`config.mk`:
```
export PLATFORM = sky130hd
export DESIGN_NAME = ccsr_top
export DESIGN_NICKNAME = d
export VERILOG_FILES = /design/src/pkg/ccsr_pkg.sv /design/src/logic/ccsr_top.sv
export SDC_FILE = /design/constraint.sdc
export NUM_CORES = 1
export LEC_CHECK = 0
export BUFFER_PORTS_ARGS = -buffer_cell sky130_fd_sc_hd__buf_2
export CORE_MARGIN = 1.5
export CORE_UTILIZATION = 51
export CTS_BUF_LIST = sky130_fd_sc_hd__clkbuf_16
export DETAILED_ROUTE_END_ITERATION = 16
export PLACE_DENSITY = 0.69
export RECOVER_POWER = 50
export SKIP_CTS_REPAIR_TIMING = 1
export SLEW_MARGIN = 20
export SYNTH_ARGS = -nofsm -noshare
export SYNTH_HDL_FRONTEND = slang
export SYNTH_SLANG_ARGS = --single-unit
```
`constraint.sdc`:
```
create_clock -name CLK -period 20.3 [get_ports CLK]
set_input_delay 0 -clock CLK [delete_from_list [all_inputs] [get_ports CLK]]
set_output_delay 0 -clock CLK [all_outputs]
set_load 0.01 [all_outputs]
```
`src/pkg/ccsr_pkg.sv`:
```
// constants, register map and types of the converter control and status registers
package ccsr_pkg;
	localparam logic [7:0] ADDR_PAD     = 8'h06;
	localparam logic [7:0] ADDR_IFC     = 8'h07;
	localparam logic [7:0] ADDR_KEY     = 8'h08;
	localparam logic [7:0] ADDR_MASK    = 8'h09;
	localparam logic [7:0] ADDR_STATUS  = 8'h0a;
	localparam logic [7:0] ADDR_FLAGS   = 8'h0b;
	localparam logic [7:0] ADDR_LOG     = 8'h0c;
	localparam logic [7:0] ADDR_LOCK    = 8'h0d;
	localparam logic [7:0] ADDR_THRESH  = 8'h0e;
	localparam logic [7:0] ADDR_LOCK_LO = 8'h0e;
	localparam logic [7:0] ADDR_LOCK_HI = 8'h2f;
	localparam logic [7:0] LOCK_KEY     = 8'h4a;
	localparam logic [7:0] RST_PAD      = 8'hbb;
	localparam logic [7:0] RST_IFC      = 8'h13;
	localparam logic [7:0] RST_KEY      = 8'h23;
	localparam logic [7:0] RST_THRESH   = 8'ha5;
	localparam logic [7:0] RST_ZERO     = 8'h00;
	localparam int LOG_KEY_BIT = 4;
	localparam int FLAG_KEY_RESET = 7;
	localparam int CLK_PERIOD_NS = 50;
	localparam int DEGLITCH_NS = 50;
	localparam int DEGLITCH_CYCLES = (DEGLITCH_NS + CLK_PERIOD_NS - 1) / CLK_PERIOD_NS;
	localparam int TICK_US = 125;
	localparam int TICK_CYCLES_DEF = TICK_US * 1000 / CLK_PERIOD_NS;
	localparam int SCL_TIMEOUT_MS = 35;
	localparam int SCL_TIMEOUT_CYCLES_DEF = SCL_TIMEOUT_MS * 1_000_000 / CLK_PERIOD_NS;
	localparam int PWR_CYCLE_DELAY_MS = 1000;
	localparam int PWR_CYCLE_TICKS = PWR_CYCLE_DELAY_MS * 1000 / TICK_US;
	localparam int DB_W = 13;
	localparam int HOLD_W = 17;
	localparam int DEBOUNCE_US [8] = '{0, 125, 1000, 10000, 30000, 250000, 500000, 750000};
	localparam int KEY_DELAY_MS [4] = '{1000, 1500, 2000, 7000};
	localparam int SHUT_EXTRA_MS [4] = '{0, 4000, 5000, 6000};

	typedef enum logic [2:0] {
		FN_GPI  = 3'b000,
		FN_EN   = 3'b001,
		FN_SLP  = 3'b010,
		FN_PWC  = 3'b011,
		FN_GPO  = 3'b100,
		FN_PG   = 3'b101,
		FN_IRQ  = 3'b110,
		FN_CLK  = 3'b111
	} ccsr_pin_func_type;

	typedef enum logic [1:0] {
		LP_IDLE    = 2'b00,
		LP_HOLD    = 2'b01,
		LP_ARMED   = 2'b10,
		LP_RELEASE = 2'b11
	} ccsr_lp_state_type;

	typedef struct packed {
		logic pulldown_en;
		logic pullup_en;
		logic mode;
		logic polarity;
	} ccsr_pin_cfg_type;

	typedef struct packed {
		logic       write_mode;
		logic       serial_highspeed_always;
		logic       pc_done;
		logic       serial_timeout_en;
		logic       deglitch_en;
		logic [2:0] input_debounce_sel;
	} ccsr_ifc_type;

	typedef struct packed {
		logic [1:0] shut_delay;
		logic [1:0] key_delay;
		logic       key_edge_select;
		logic [2:0] key_debounce_sel;
	} ccsr_key_type;

	function automatic logic [DB_W-1:0] db_ticks(input logic [2:0] sel);
		db_ticks = DB_W'(DEBOUNCE_US[sel] / TICK_US);
	endfunction

	function automatic logic [HOLD_W-1:0] hold_ticks(input logic [1:0] kd, input logic [1:0] sd);
		hold_ticks = HOLD_W'((KEY_DELAY_MS[kd] + SHUT_EXTRA_MS[sd]) * 1000 / TICK_US);
	endfunction
endpackage

```
`src/logic/ccsr_top.sv`:
```
// control and status register bank with pad, key and event logic
`timescale 1ns/1ps
`default_nettype none
module ccsr_top
	import ccsr_pkg::*;
#(
	parameter int TICK_CYCLES        = ccsr_pkg::TICK_CYCLES_DEF,
	parameter int SCL_TIMEOUT_CYCLES = ccsr_pkg::SCL_TIMEOUT_CYCLES_DEF
) (
	input  wire logic                        CLK,
	input  wire logic                        RST_B,
	input  wire logic                        CE,
	input  wire logic [7:0]                  REG_ADDR,
	input  wire logic [7:0]                  REG_WDATA,
	input  wire logic                        REG_WR,
	input  wire logic                        REG_RD,
	output var  logic [7:0]                  REG_RDATA,
	input  wire logic                        SCL_IN,
	output var  logic                        SERIAL_IF_RESET,
	output var  logic                        SERIAL_HS_ALWAYS,
	input  wire ccsr_pkg::ccsr_pin_func_type PIN0_FUNC,
	input  wire ccsr_pkg::ccsr_pin_func_type PIN1_FUNC,
	input  wire logic [1:0]                  PIN_IN,
	output var  logic [1:0]                  PIN_OUT,
	output var  logic [1:0]                  PIN_OE,
	output var  logic [1:0]                  PIN_PU_EN,
	output var  logic [1:0]                  PIN_PD_EN,
	output var  logic                        PIN_FUNC_ENABLE,
	output var  logic                        PIN_FUNC_SLEEP,
	output var  logic                        PIN_FUNC_PWRCYC,
	input  wire logic                        POWER_BUTTON_N,
	input  wire logic                        BUTTON_ENABLE_MODE,
	output var  logic                        KEY_CHIP_ENABLE,
	input  wire logic                        OC_WARN,
	input  wire logic                        TEMP_WARN,
	input  wire logic                        VBAT_WARN,
	input  wire logic                        OUTPUT_IN_RANGE,
	input  wire logic [7:0]                  CAUSE_SET,
	output var  logic                        PWR_CYCLE_REQ,
	output var  logic [7:0]                  THRESHOLD_CONFIG,
	output var  logic                        INTERRUPT_OUT_N
);
	import ccsr_pkg::*;

	localparam int TICK_W = $clog2(TICK_CYCLES + 1);
	localparam int TO_W = $clog2(SCL_TIMEOUT_CYCLES + 2);

	ccsr_pin_cfg_type [1:0]  pad;
	ccsr_ifc_type            ifc;
	ccsr_key_type            keyc;
	logic [6:0]              mask;
	logic [7:0]              flags;
	logic [7:0]              cause_log;
	logic                    unlocked;
	logic [7:0]              thresh;
	logic [7:0]              next_flags;
	logic [7:0]              flag_set;
	logic [7:0]              flag_clr;
	logic                    next_irq;
	logic                    wr_ok;
	logic [6:0]              sync1;
	logic [6:0]              sync2;
	logic                    pin0_prev;
	logic [2:0]              db_raw;
	logic [2:0]              db_en;
	logic [2:0]              db_sel [3];
	logic [2:0]              db_lvl;
	logic [2:0]              db_prev;
	logic [DB_W-1:0]         db_cnt [3];
	logic [4:0]              warn_prev;
	logic [TICK_W-1:0]       tick_cnt;
	logic                    tick;
	logic [TO_W-1:0]         scl_low_cnt;
	ccsr_lp_state_type       lp_state;
	logic [HOLD_W-1:0]       hold_cnt;
	logic [HOLD_W-1:0]       pc_cnt;
	logic                    lp_hit;
	logic                    pc_fire;
	logic [1:0]              pin_out_fn;
	logic [1:0]              pin_active;
	logic [1:0]              pin_is_in;
	logic                    key_pressed;
	logic                    button_edge;

	// in-range is inverted so its falling edge shares the rising-edge detector
	assign wr_ok = REG_WR && CE;
	assign key_pressed = !db_lvl[2];

	// analog and pin levels arrive asynchronously
	always_ff @(posedge CLK or negedge RST_B) begin
		if (!RST_B) begin
			// clock and key pins idle high, so no false low follows reset
			sync1 <= 7'h60;
			sync2 <= 7'h60;
			pin0_prev <= 1'b0;
		end else if (CE) begin
			sync1 <= {SCL_IN, POWER_BUTTON_N, OC_WARN, TEMP_WARN, VBAT_WARN, PIN_IN};
			sync2 <= sync1;
			pin0_prev <= sync2[0];
		end
	end

	// pin 0 filter: a level must hold one extra sample before it is accepted
	assign db_raw[0] = (ifc.deglitch_en && sync2[0] != pin0_prev) ? db_lvl[0] : sync2[0];
	assign db_raw[1] = sync2[1];
	assign db_raw[2] = sync2[5];
	assign db_en = {1'b1, pad[1].mode, pad[0].mode};
	assign db_sel[0] = ifc.input_debounce_sel;
	assign db_sel[1] = ifc.input_debounce_sel;
	assign db_sel[2] = keyc.key_debounce_sel;

	// shared time base keeps the long counters narrow
	always_ff @(posedge CLK or negedge RST_B) begin
		if (!RST_B) begin
			tick_cnt <= '0;
		end else if (CE) begin
			tick_cnt <= tick ? '0 : tick_cnt + TICK_W'(1);
		end
	end
	assign tick = tick_cnt == TICK_W'(TICK_CYCLES - 1);

	generate
		for (genvar ch = 0; ch < 3; ch++) begin : g_db
			always_ff @(posedge CLK or negedge RST_B) begin
				if (!RST_B) begin
					db_lvl[ch] <= 1'(ch == 2);
					db_prev[ch] <= 1'(ch == 2);
					db_cnt[ch] <= '0;
				end else if (CE) begin
					db_prev[ch] <= db_lvl[ch];
					if (!db_en[ch] || db_ticks(db_sel[ch]) == '0) begin
						db_lvl[ch] <= db_raw[ch];
						db_cnt[ch] <= '0;
					end else if (db_raw[ch] == db_lvl[ch]) begin
						db_cnt[ch] <= '0;
					end else if (tick) begin
						if (db_cnt[ch] + DB_W'(1) >= db_ticks(db_sel[ch])) begin
							db_lvl[ch] <= db_raw[ch];
							db_cnt[ch] <= '0;
						end else begin
							db_cnt[ch] <= db_cnt[ch] + DB_W'(1);
						end
					end
				end
			end
		end
	endgenerate

	// pad drive per pin
	generate
		for (genvar p = 0; p < 2; p++) begin : g_pad
			ccsr_pin_func_type fn;
			logic lvl;
			assign fn = (p == 0) ? PIN0_FUNC : PIN1_FUNC;
			assign pin_is_in[p] = !(fn inside {FN_GPO, FN_PG, FN_IRQ});
			assign pin_active[p] = pad[p].polarity ? db_lvl[p] : !db_lvl[p];
			// good and interrupt levels, active high before the polarity bit
			assign pin_out_fn[p] = (fn == FN_PG) ? !warn_prev[0] : !INTERRUPT_OUT_N;
			always_comb begin
				if (pin_is_in[p]) begin
					lvl = 1'b0;
				end else if (fn == FN_GPO) begin
					lvl = pad[p].polarity;
				end else begin
					lvl = pad[p].polarity ? pin_out_fn[p] : !pin_out_fn[p];
				end
			end
			always_ff @(posedge CLK or negedge RST_B) begin
				if (!RST_B) begin
					PIN_OUT[p] <= 1'b0;
					PIN_OE[p] <= 1'b0;
					PIN_PU_EN[p] <= 1'b0;
					PIN_PD_EN[p] <= 1'b0;
				end else if (CE) begin
					PIN_OUT[p] <= lvl && pad[p].mode;
					PIN_OE[p] <= !pin_is_in[p] && (pad[p].mode || !lvl);
					PIN_PD_EN[p] <= pad[p].pulldown_en && pin_is_in[p];
					PIN_PU_EN[p] <= pad[p].pullup_en && (pin_is_in[p] || !pad[p].mode);
				end
			end
		end
	endgenerate

	// input functions: pin 0 shadows pin 1 when both pick the same one
	always_ff @(posedge CLK or negedge RST_B) begin
		if (!RST_B) begin
			PIN_FUNC_ENABLE <= 1'b0;
			PIN_FUNC_SLEEP <= 1'b0;
			PIN_FUNC_PWRCYC <= 1'b0;
		end else if (CE) begin
			PIN_FUNC_ENABLE <= (PIN0_FUNC == FN_EN) ? pin_active[0] :
				(PIN1_FUNC == FN_EN) && pin_active[1];
			PIN_FUNC_SLEEP <= (PIN0_FUNC == FN_SLP) ? pin_active[0] :
				(PIN1_FUNC == FN_SLP) && pin_active[1];
			PIN_FUNC_PWRCYC <= (PIN0_FUNC == FN_PWC) ? pin_active[0] :
				(PIN1_FUNC == FN_PWC) && pin_active[1];
		end
	end

	// serial clock stuck-low watchdog
	always_ff @(posedge CLK or negedge RST_B) begin
		if (!RST_B) begin
			scl_low_cnt <= '0;
			SERIAL_IF_RESET <= 1'b0;
		end else if (CE) begin
			SERIAL_IF_RESET <= ifc.serial_timeout_en && !sync2[6] &&
				scl_low_cnt == TO_W'(SCL_TIMEOUT_CYCLES);
			if (!ifc.serial_timeout_en || sync2[6]) begin
				scl_low_cnt <= '0;
			end else if (scl_low_cnt != TO_W'(SCL_TIMEOUT_CYCLES + 1)) begin
				scl_low_cnt <= scl_low_cnt + TO_W'(1);
			end
		end
	end
	assign SERIAL_HS_ALWAYS = ifc.serial_highspeed_always;

	// long press and delayed power cycle
	always_ff @(posedge CLK or negedge RST_B) begin
		if (!RST_B) begin
			lp_state <= LP_IDLE;
			hold_cnt <= '0;
			pc_cnt <= '0;
		end else if (CE) begin
			unique case (lp_state)
				LP_IDLE: begin
					hold_cnt <= '0;
					if (!BUTTON_ENABLE_MODE && keyc.shut_delay != 2'b00 && key_pressed) begin
						lp_state <= LP_HOLD;
					end
				end
				LP_HOLD: begin
					if (BUTTON_ENABLE_MODE || keyc.shut_delay == 2'b00 || !key_pressed) begin
						lp_state <= LP_IDLE;
					end else if (lp_hit) begin
						lp_state <= LP_ARMED;
						pc_cnt <= '0;
					end else if (tick) begin
						hold_cnt <= hold_cnt + HOLD_W'(1);
					end
				end
				LP_ARMED: begin
					if (!flags[FLAG_KEY_RESET] || pc_fire) begin
						lp_state <= LP_RELEASE;
					end else if (tick) begin
						pc_cnt <= pc_cnt + HOLD_W'(1);
					end
				end
				LP_RELEASE: begin
					if (!key_pressed) begin
						lp_state <= LP_IDLE;
					end
				end
			endcase
		end
	end
	assign lp_hit = lp_state == LP_HOLD && tick && key_pressed && !BUTTON_ENABLE_MODE &&
		keyc.shut_delay != 2'b00 &&
		hold_cnt + HOLD_W'(1) >= hold_ticks(keyc.key_delay, keyc.shut_delay);
	assign pc_fire = lp_state == LP_ARMED && flags[FLAG_KEY_RESET] && tick &&
		pc_cnt + HOLD_W'(1) >= HOLD_W'(PWR_CYCLE_TICKS);

	always_ff @(posedge CLK or negedge RST_B) begin
		if (!RST_B) begin
			PWR_CYCLE_REQ <= 1'b0;
			KEY_CHIP_ENABLE <= 1'b1;
			warn_prev <= '0;
		end else if (CE) begin
			PWR_CYCLE_REQ <= pc_fire;
			KEY_CHIP_ENABLE <= !BUTTON_ENABLE_MODE || db_lvl[2];
			warn_prev <= {sync2[4:2], 1'b0, !OUTPUT_IN_RANGE};
		end
	end

	// outside button-enable mode the edge picked by the select bit raises the key event
	assign button_edge = !BUTTON_ENABLE_MODE && db_lvl[2] != db_prev[2] &&
		db_lvl[2] == keyc.key_edge_select;
	assign flag_set = {lp_hit,
		sync2[3] && !warn_prev[3], sync2[2] && !warn_prev[2], button_edge,
		sync2[4] && !warn_prev[4], !OUTPUT_IN_RANGE && !warn_prev[0],
		pin_is_in[1] && pin_active[1] && db_lvl[1] != db_prev[1],
		pin_is_in[0] && pin_active[0] && db_lvl[0] != db_prev[0]};
	assign flag_clr = (wr_ok && REG_ADDR == ADDR_FLAGS) ? REG_WDATA : '0;
	assign next_flags = (flags & ~flag_clr) | flag_set;
	assign next_irq = |(next_flags & {1'b1, ~mask});

	always_ff @(posedge CLK or negedge RST_B) begin
		if (!RST_B) begin
			flags <= RST_ZERO;
			INTERRUPT_OUT_N <= 1'b1;
		end else if (CE) begin
			flags <= next_flags;
			INTERRUPT_OUT_N <= !next_irq;
		end
	end

	// register writes
	always_ff @(posedge CLK or negedge RST_B) begin
		if (!RST_B) begin
			pad <= RST_PAD;
			ifc <= RST_IFC;
			keyc <= RST_KEY;
			mask <= RST_ZERO[6:0];
			cause_log <= RST_ZERO;
			unlocked <= 1'b0;
			thresh <= RST_THRESH;
		end else if (CE) begin
			cause_log <= ((wr_ok && REG_ADDR == ADDR_LOG) ? REG_WDATA : cause_log) |
				CAUSE_SET | (8'(pc_fire) << LOG_KEY_BIT);
			if (wr_ok) begin
				unique case (REG_ADDR)
					ADDR_PAD:    pad <= REG_WDATA;
					ADDR_IFC:    ifc <= REG_WDATA;
					ADDR_KEY:    keyc <= REG_WDATA;
					ADDR_MASK:   mask <= REG_WDATA[6:0];
					ADDR_LOCK:   unlocked <= REG_WDATA == LOCK_KEY;
					ADDR_THRESH: if (unlocked) thresh <= REG_WDATA;
					default:     ;
				endcase
			end
		end
	end
	assign THRESHOLD_CONFIG = thresh;

	// register reads, one cycle after the strobe
	always_ff @(posedge CLK or negedge RST_B) begin
		if (!RST_B) begin
			REG_RDATA <= RST_ZERO;
		end else if (CE && REG_RD) begin
			unique case (REG_ADDR)
				ADDR_PAD:    REG_RDATA <= pad;
				ADDR_IFC:    REG_RDATA <= ifc;
				ADDR_KEY:    REG_RDATA <= keyc;
				ADDR_MASK:   REG_RDATA <= {1'b0, mask};
				ADDR_STATUS: REG_RDATA <= {sync2[4:2], 1'b0, key_pressed,
					OUTPUT_IN_RANGE, db_lvl[1:0]};
				ADDR_FLAGS:  REG_RDATA <= flags;
				ADDR_LOG:    REG_RDATA <= cause_log;
				ADDR_LOCK:   REG_RDATA <= unlocked ? LOCK_KEY : RST_ZERO;
				ADDR_THRESH: REG_RDATA <= thresh;
				default:     REG_RDATA <= RST_ZERO;
			endcase
		end
	end
endmodule
`default_nettype wire

```
==> impl_metrics.env <==
export IMPL_status="finished, violations left"
export IMPL_violations="negative hold slack, max-capacitance violations, max-slew violations, negative setup slack"
export IMPL_antenna_found_initial=2
export IMPL_numClockSinks=211
export IMPL_rows=84
export IMPL_die_x_um=234
export IMPL_htreeDepth=1
export IMPL_ys_ff_latch=211
export IMPL_cts_tree="done"
export IMPL_cts_made_buffers=23
export IMPL_slew_viol_final=154
export IMPL_firstDrtPassIters=5
export IMPL_required_ns=20.75
export IMPL_placedInstanceArea_um2=32100
export IMPL_portBuffers=75
export IMPL_layout_commonest_cell="buf_4"
export IMPL_cts_root_buf="clkbuf_16"
export IMPL_fmax_mhz=46.8
export IMPL_vias=28600
export IMPL_drtIter0Drc=2212
export IMPL_netlist_area_um2=27300
export IMPL_initial_core_util_pct=51.7
export IMPL_min_delay_start="REG_ADDR[3]"
export IMPL_ant_nets=0
export IMPL_whs_ns=-0.0261
export IMPL_final_cell_mix="buf_4 (513), nand2_1 (379), nor2_1 (275), o21ai_0 (200), a21oi_1 (190)"
export IMPL_synthFlopType="dfrtp_1"
export IMPL_place_ws_ns=-1.01
export IMPL_fin_crit_ns=21.35
export IMPL_slowest_stage="dfstp_2"
export IMPL_worst_clock_skew_ns=0.0157
export IMPL_drc=0
export IMPL_viasPerCell=5.99
export IMPL_final_area_um2=34600
export IMPL_period_share_pct=105
export IMPL_area_growth_pct=26.9
export IMPL_tns_ns=-34.65
export IMPL_end_kind="register"
export IMPL_grt_pass1_wl_um=128000
export IMPL_overflow=0
export IMPL_crit_top_cell="buf_4"
export IMPL_rsz0062_at_grt="yes"
export IMPL_worst_ep_arrival_time_ns=21.80
export IMPL_final_setup_worst_slack_ns=-1.05
export IMPL_start_kind="register"
export IMPL_synth_cells=3529
export IMPL_nets=4334
export IMPL_cp_num_buf_inv=26
export IMPL_synth_edf_count=0
export IMPL_fill_cells=4532
export IMPL_clkLatencyLatePin_ns=0.54
export IMPL_drive_above_1_share_pct=25.4
export IMPL_yosysSeqAreaShare_pct=19.5
export IMPL_worstHoldPathCells=3
export IMPL_crit_fanout=8
export IMPL_syn_avg_cell_area_um2=7.73
export IMPL_wl_um=79700
export IMPL_yosys_warnings=0
export IMPL_grt_pass1_vias=26200
export IMPL_synth_cell_types=147
export IMPL_worst_setup_hold_path_clk_slew_ns=0.06
export IMPL_clockBufferDepth=3
export IMPL_slew_headroom_pct=-174
export IMPL_critPathTopFamily="compound AO/OA/AOI/OAI gates"
export IMPL_cap_violations=2
export IMPL_tightest_slew_ns=4.11
export IMPL_synth_nets=3787
export IMPL_worstHoldPathType="input port to register"
export IMPL_rr_startpoint="keyc[5]"
export IMPL_path_class="register to register"
export IMPL_r2r_cells=115
export IMPL_die_y_um=234
export IMPL_core_um2=52800
export IMPL_io_pins=76
export IMPL_holdPathEnd="unlocked"
export IMPL_setup_violations=38
export IMPL_synth_async_reset_ratio_pct=100
export IMPL_design_die_area_um2=54900
export IMPL_dp_hpwl_um=60000
export IMPL_grt_max_degree=79
export IMPL_critPathMaxStageDelay_ns=0.56
export IMPL_grt_use_total_pct=27.5
export IMPL_r2r_setup_slack_ns=-1.05
export IMPL_r2r_end="hold_cnt[10]"
export IMPL_wl_per_cell_um=16.7
export IMPL_hold_viol_final=2
export IMPL_gp_congestion=0.941
## worst register-to-register path, delay by kind of cell, from the launching register on
family                     cells  cell delay, ns
and+or+nand+nor               31            4.99
muxes                          1            0.34
buffers and inverters         26            3.17
AOI/OAI and AO/OA             41            7.60
DFF                            1            0.56
adders and majority gates     12            3.82
xor gates and xnor gates       4            0.85
## state kept, by name (all words and copies together), names as in the netlist, 12 cells and up, named ones only
register,cells
db_cnt,39
scl_low_cnt,20
hold_cnt,17
pc_cnt,17
tick_cnt,12
## per-stage QoR
step           hold slack, ns  std cells  util, %
6_report              -0.0261       4781     65.6
5_1_grt                0.0120       4780     65.6
4_1_cts                -0.566       4693     62.4
3_5_place_dp          0.00573       4652     60.9
3_3_place_gp           0.0128       4652     60.9
2_1_floorplan          -0.296       3529        -
## Yosys cell counts (all sizes together), types with 14 or more instances
cell type  instances  area, um2
nand2            393       1490
o21ai            297       1530
nor2             292       1130
a21oi            211       1070
inv              200        756
dfrtp            187       4680
ha               179       2240
xnor2            152       1360
nand3            143        736
nor3             106        561
clkbuf            90        338
xor2              73        647
mux2              70        800
nand2b            68        430
nand4             67        432
and3              64        415
mux2i             51        534
a21o              47        362
and2              45        287
or3               45        297
buf               43        228
a31oi             40        287
o31ai             39        317
fa                35        701
nor2b             35        219
o211ai            35        268
or2               34        213
a211oi            29        233
a22oi             29        218
nor4              29        224
dfstp             24        631
a21boi            22        169
o22ai             22        151
o21a              19        143
o2111ai           17        168
o211a             16        160
a211o             14        123
a41oi             14        141
## layer usage
metal,part of all wire [%],vias up,global-route usage [%]
li1,-,14100,-
met1,47,13700,39.6
met2,47,809,45.0
met3,4.8,99,2.49
met4,1.4,0,5.07
met5,0,-,0
## how the worst max path moves through the flow
stage             from           end  slack [ns]  cells past startpoint
6_report       keyc[5]  hold_cnt[10]       -1.05                    115
5_1_grt        keyc[5]  hold_cnt[10]       -2.06                    112
4_1_cts        keyc[5]     pc_cnt[6]       -1.12                    105
3_5_place_dp   keyc[5]     pc_cnt[6]       -1.01                    103
3_3_place_gp   keyc[5]     pc_cnt[6]       -0.48                    106
2_1_floorplan  keyc[5]    pc_cnt[12]       -0.41                    109
## layout make-up
| cell class | instances | area (um2) | share of cell area [%] |
|---|---|---|---|
| multi-input combinational | 2980 | 22000 | 63.4 |
| clock inverter | 18 | 191 | 0.553 |
| tap | 688 | 861 | 2.49 |
| antenna | 1 | 2.50 | 0.00723 |
| sequential | 211 | 5310 | 15.3 |
| timing repair buffer | 655 | 4930 | 14.2 |
| clock buffer | 23 | 576 | 1.66 |
| inverter | 205 | 782 | 2.26 |
## cells by family (layout without fill, tap and decap cells)
| group | Yosys count | count (layout) | synth area share, % |
|---|---|---|---|
| AND/OR/NAND/NOR | 1394 | 1394 | 26.1 |
| AO/OA/AOI/OAI | 1007 | 1007 | 25.4 |
| buffers and inverters | 338 | 901 | 4.91 |
| XOR/XNOR | 229 | 229 | 7.70 |
| adder cells (fa/ha/maj) | 223 | 223 | 11.1 |
| flip-flops | 211 | 211 | 19.5 |
| multiplexers | 127 | 127 | 5.39 |
| other | 0 | 1 | 0 |
Power is not shown: default switching activity piles up to over one toggle a cycle in this logic, so the estimate is an artifact.
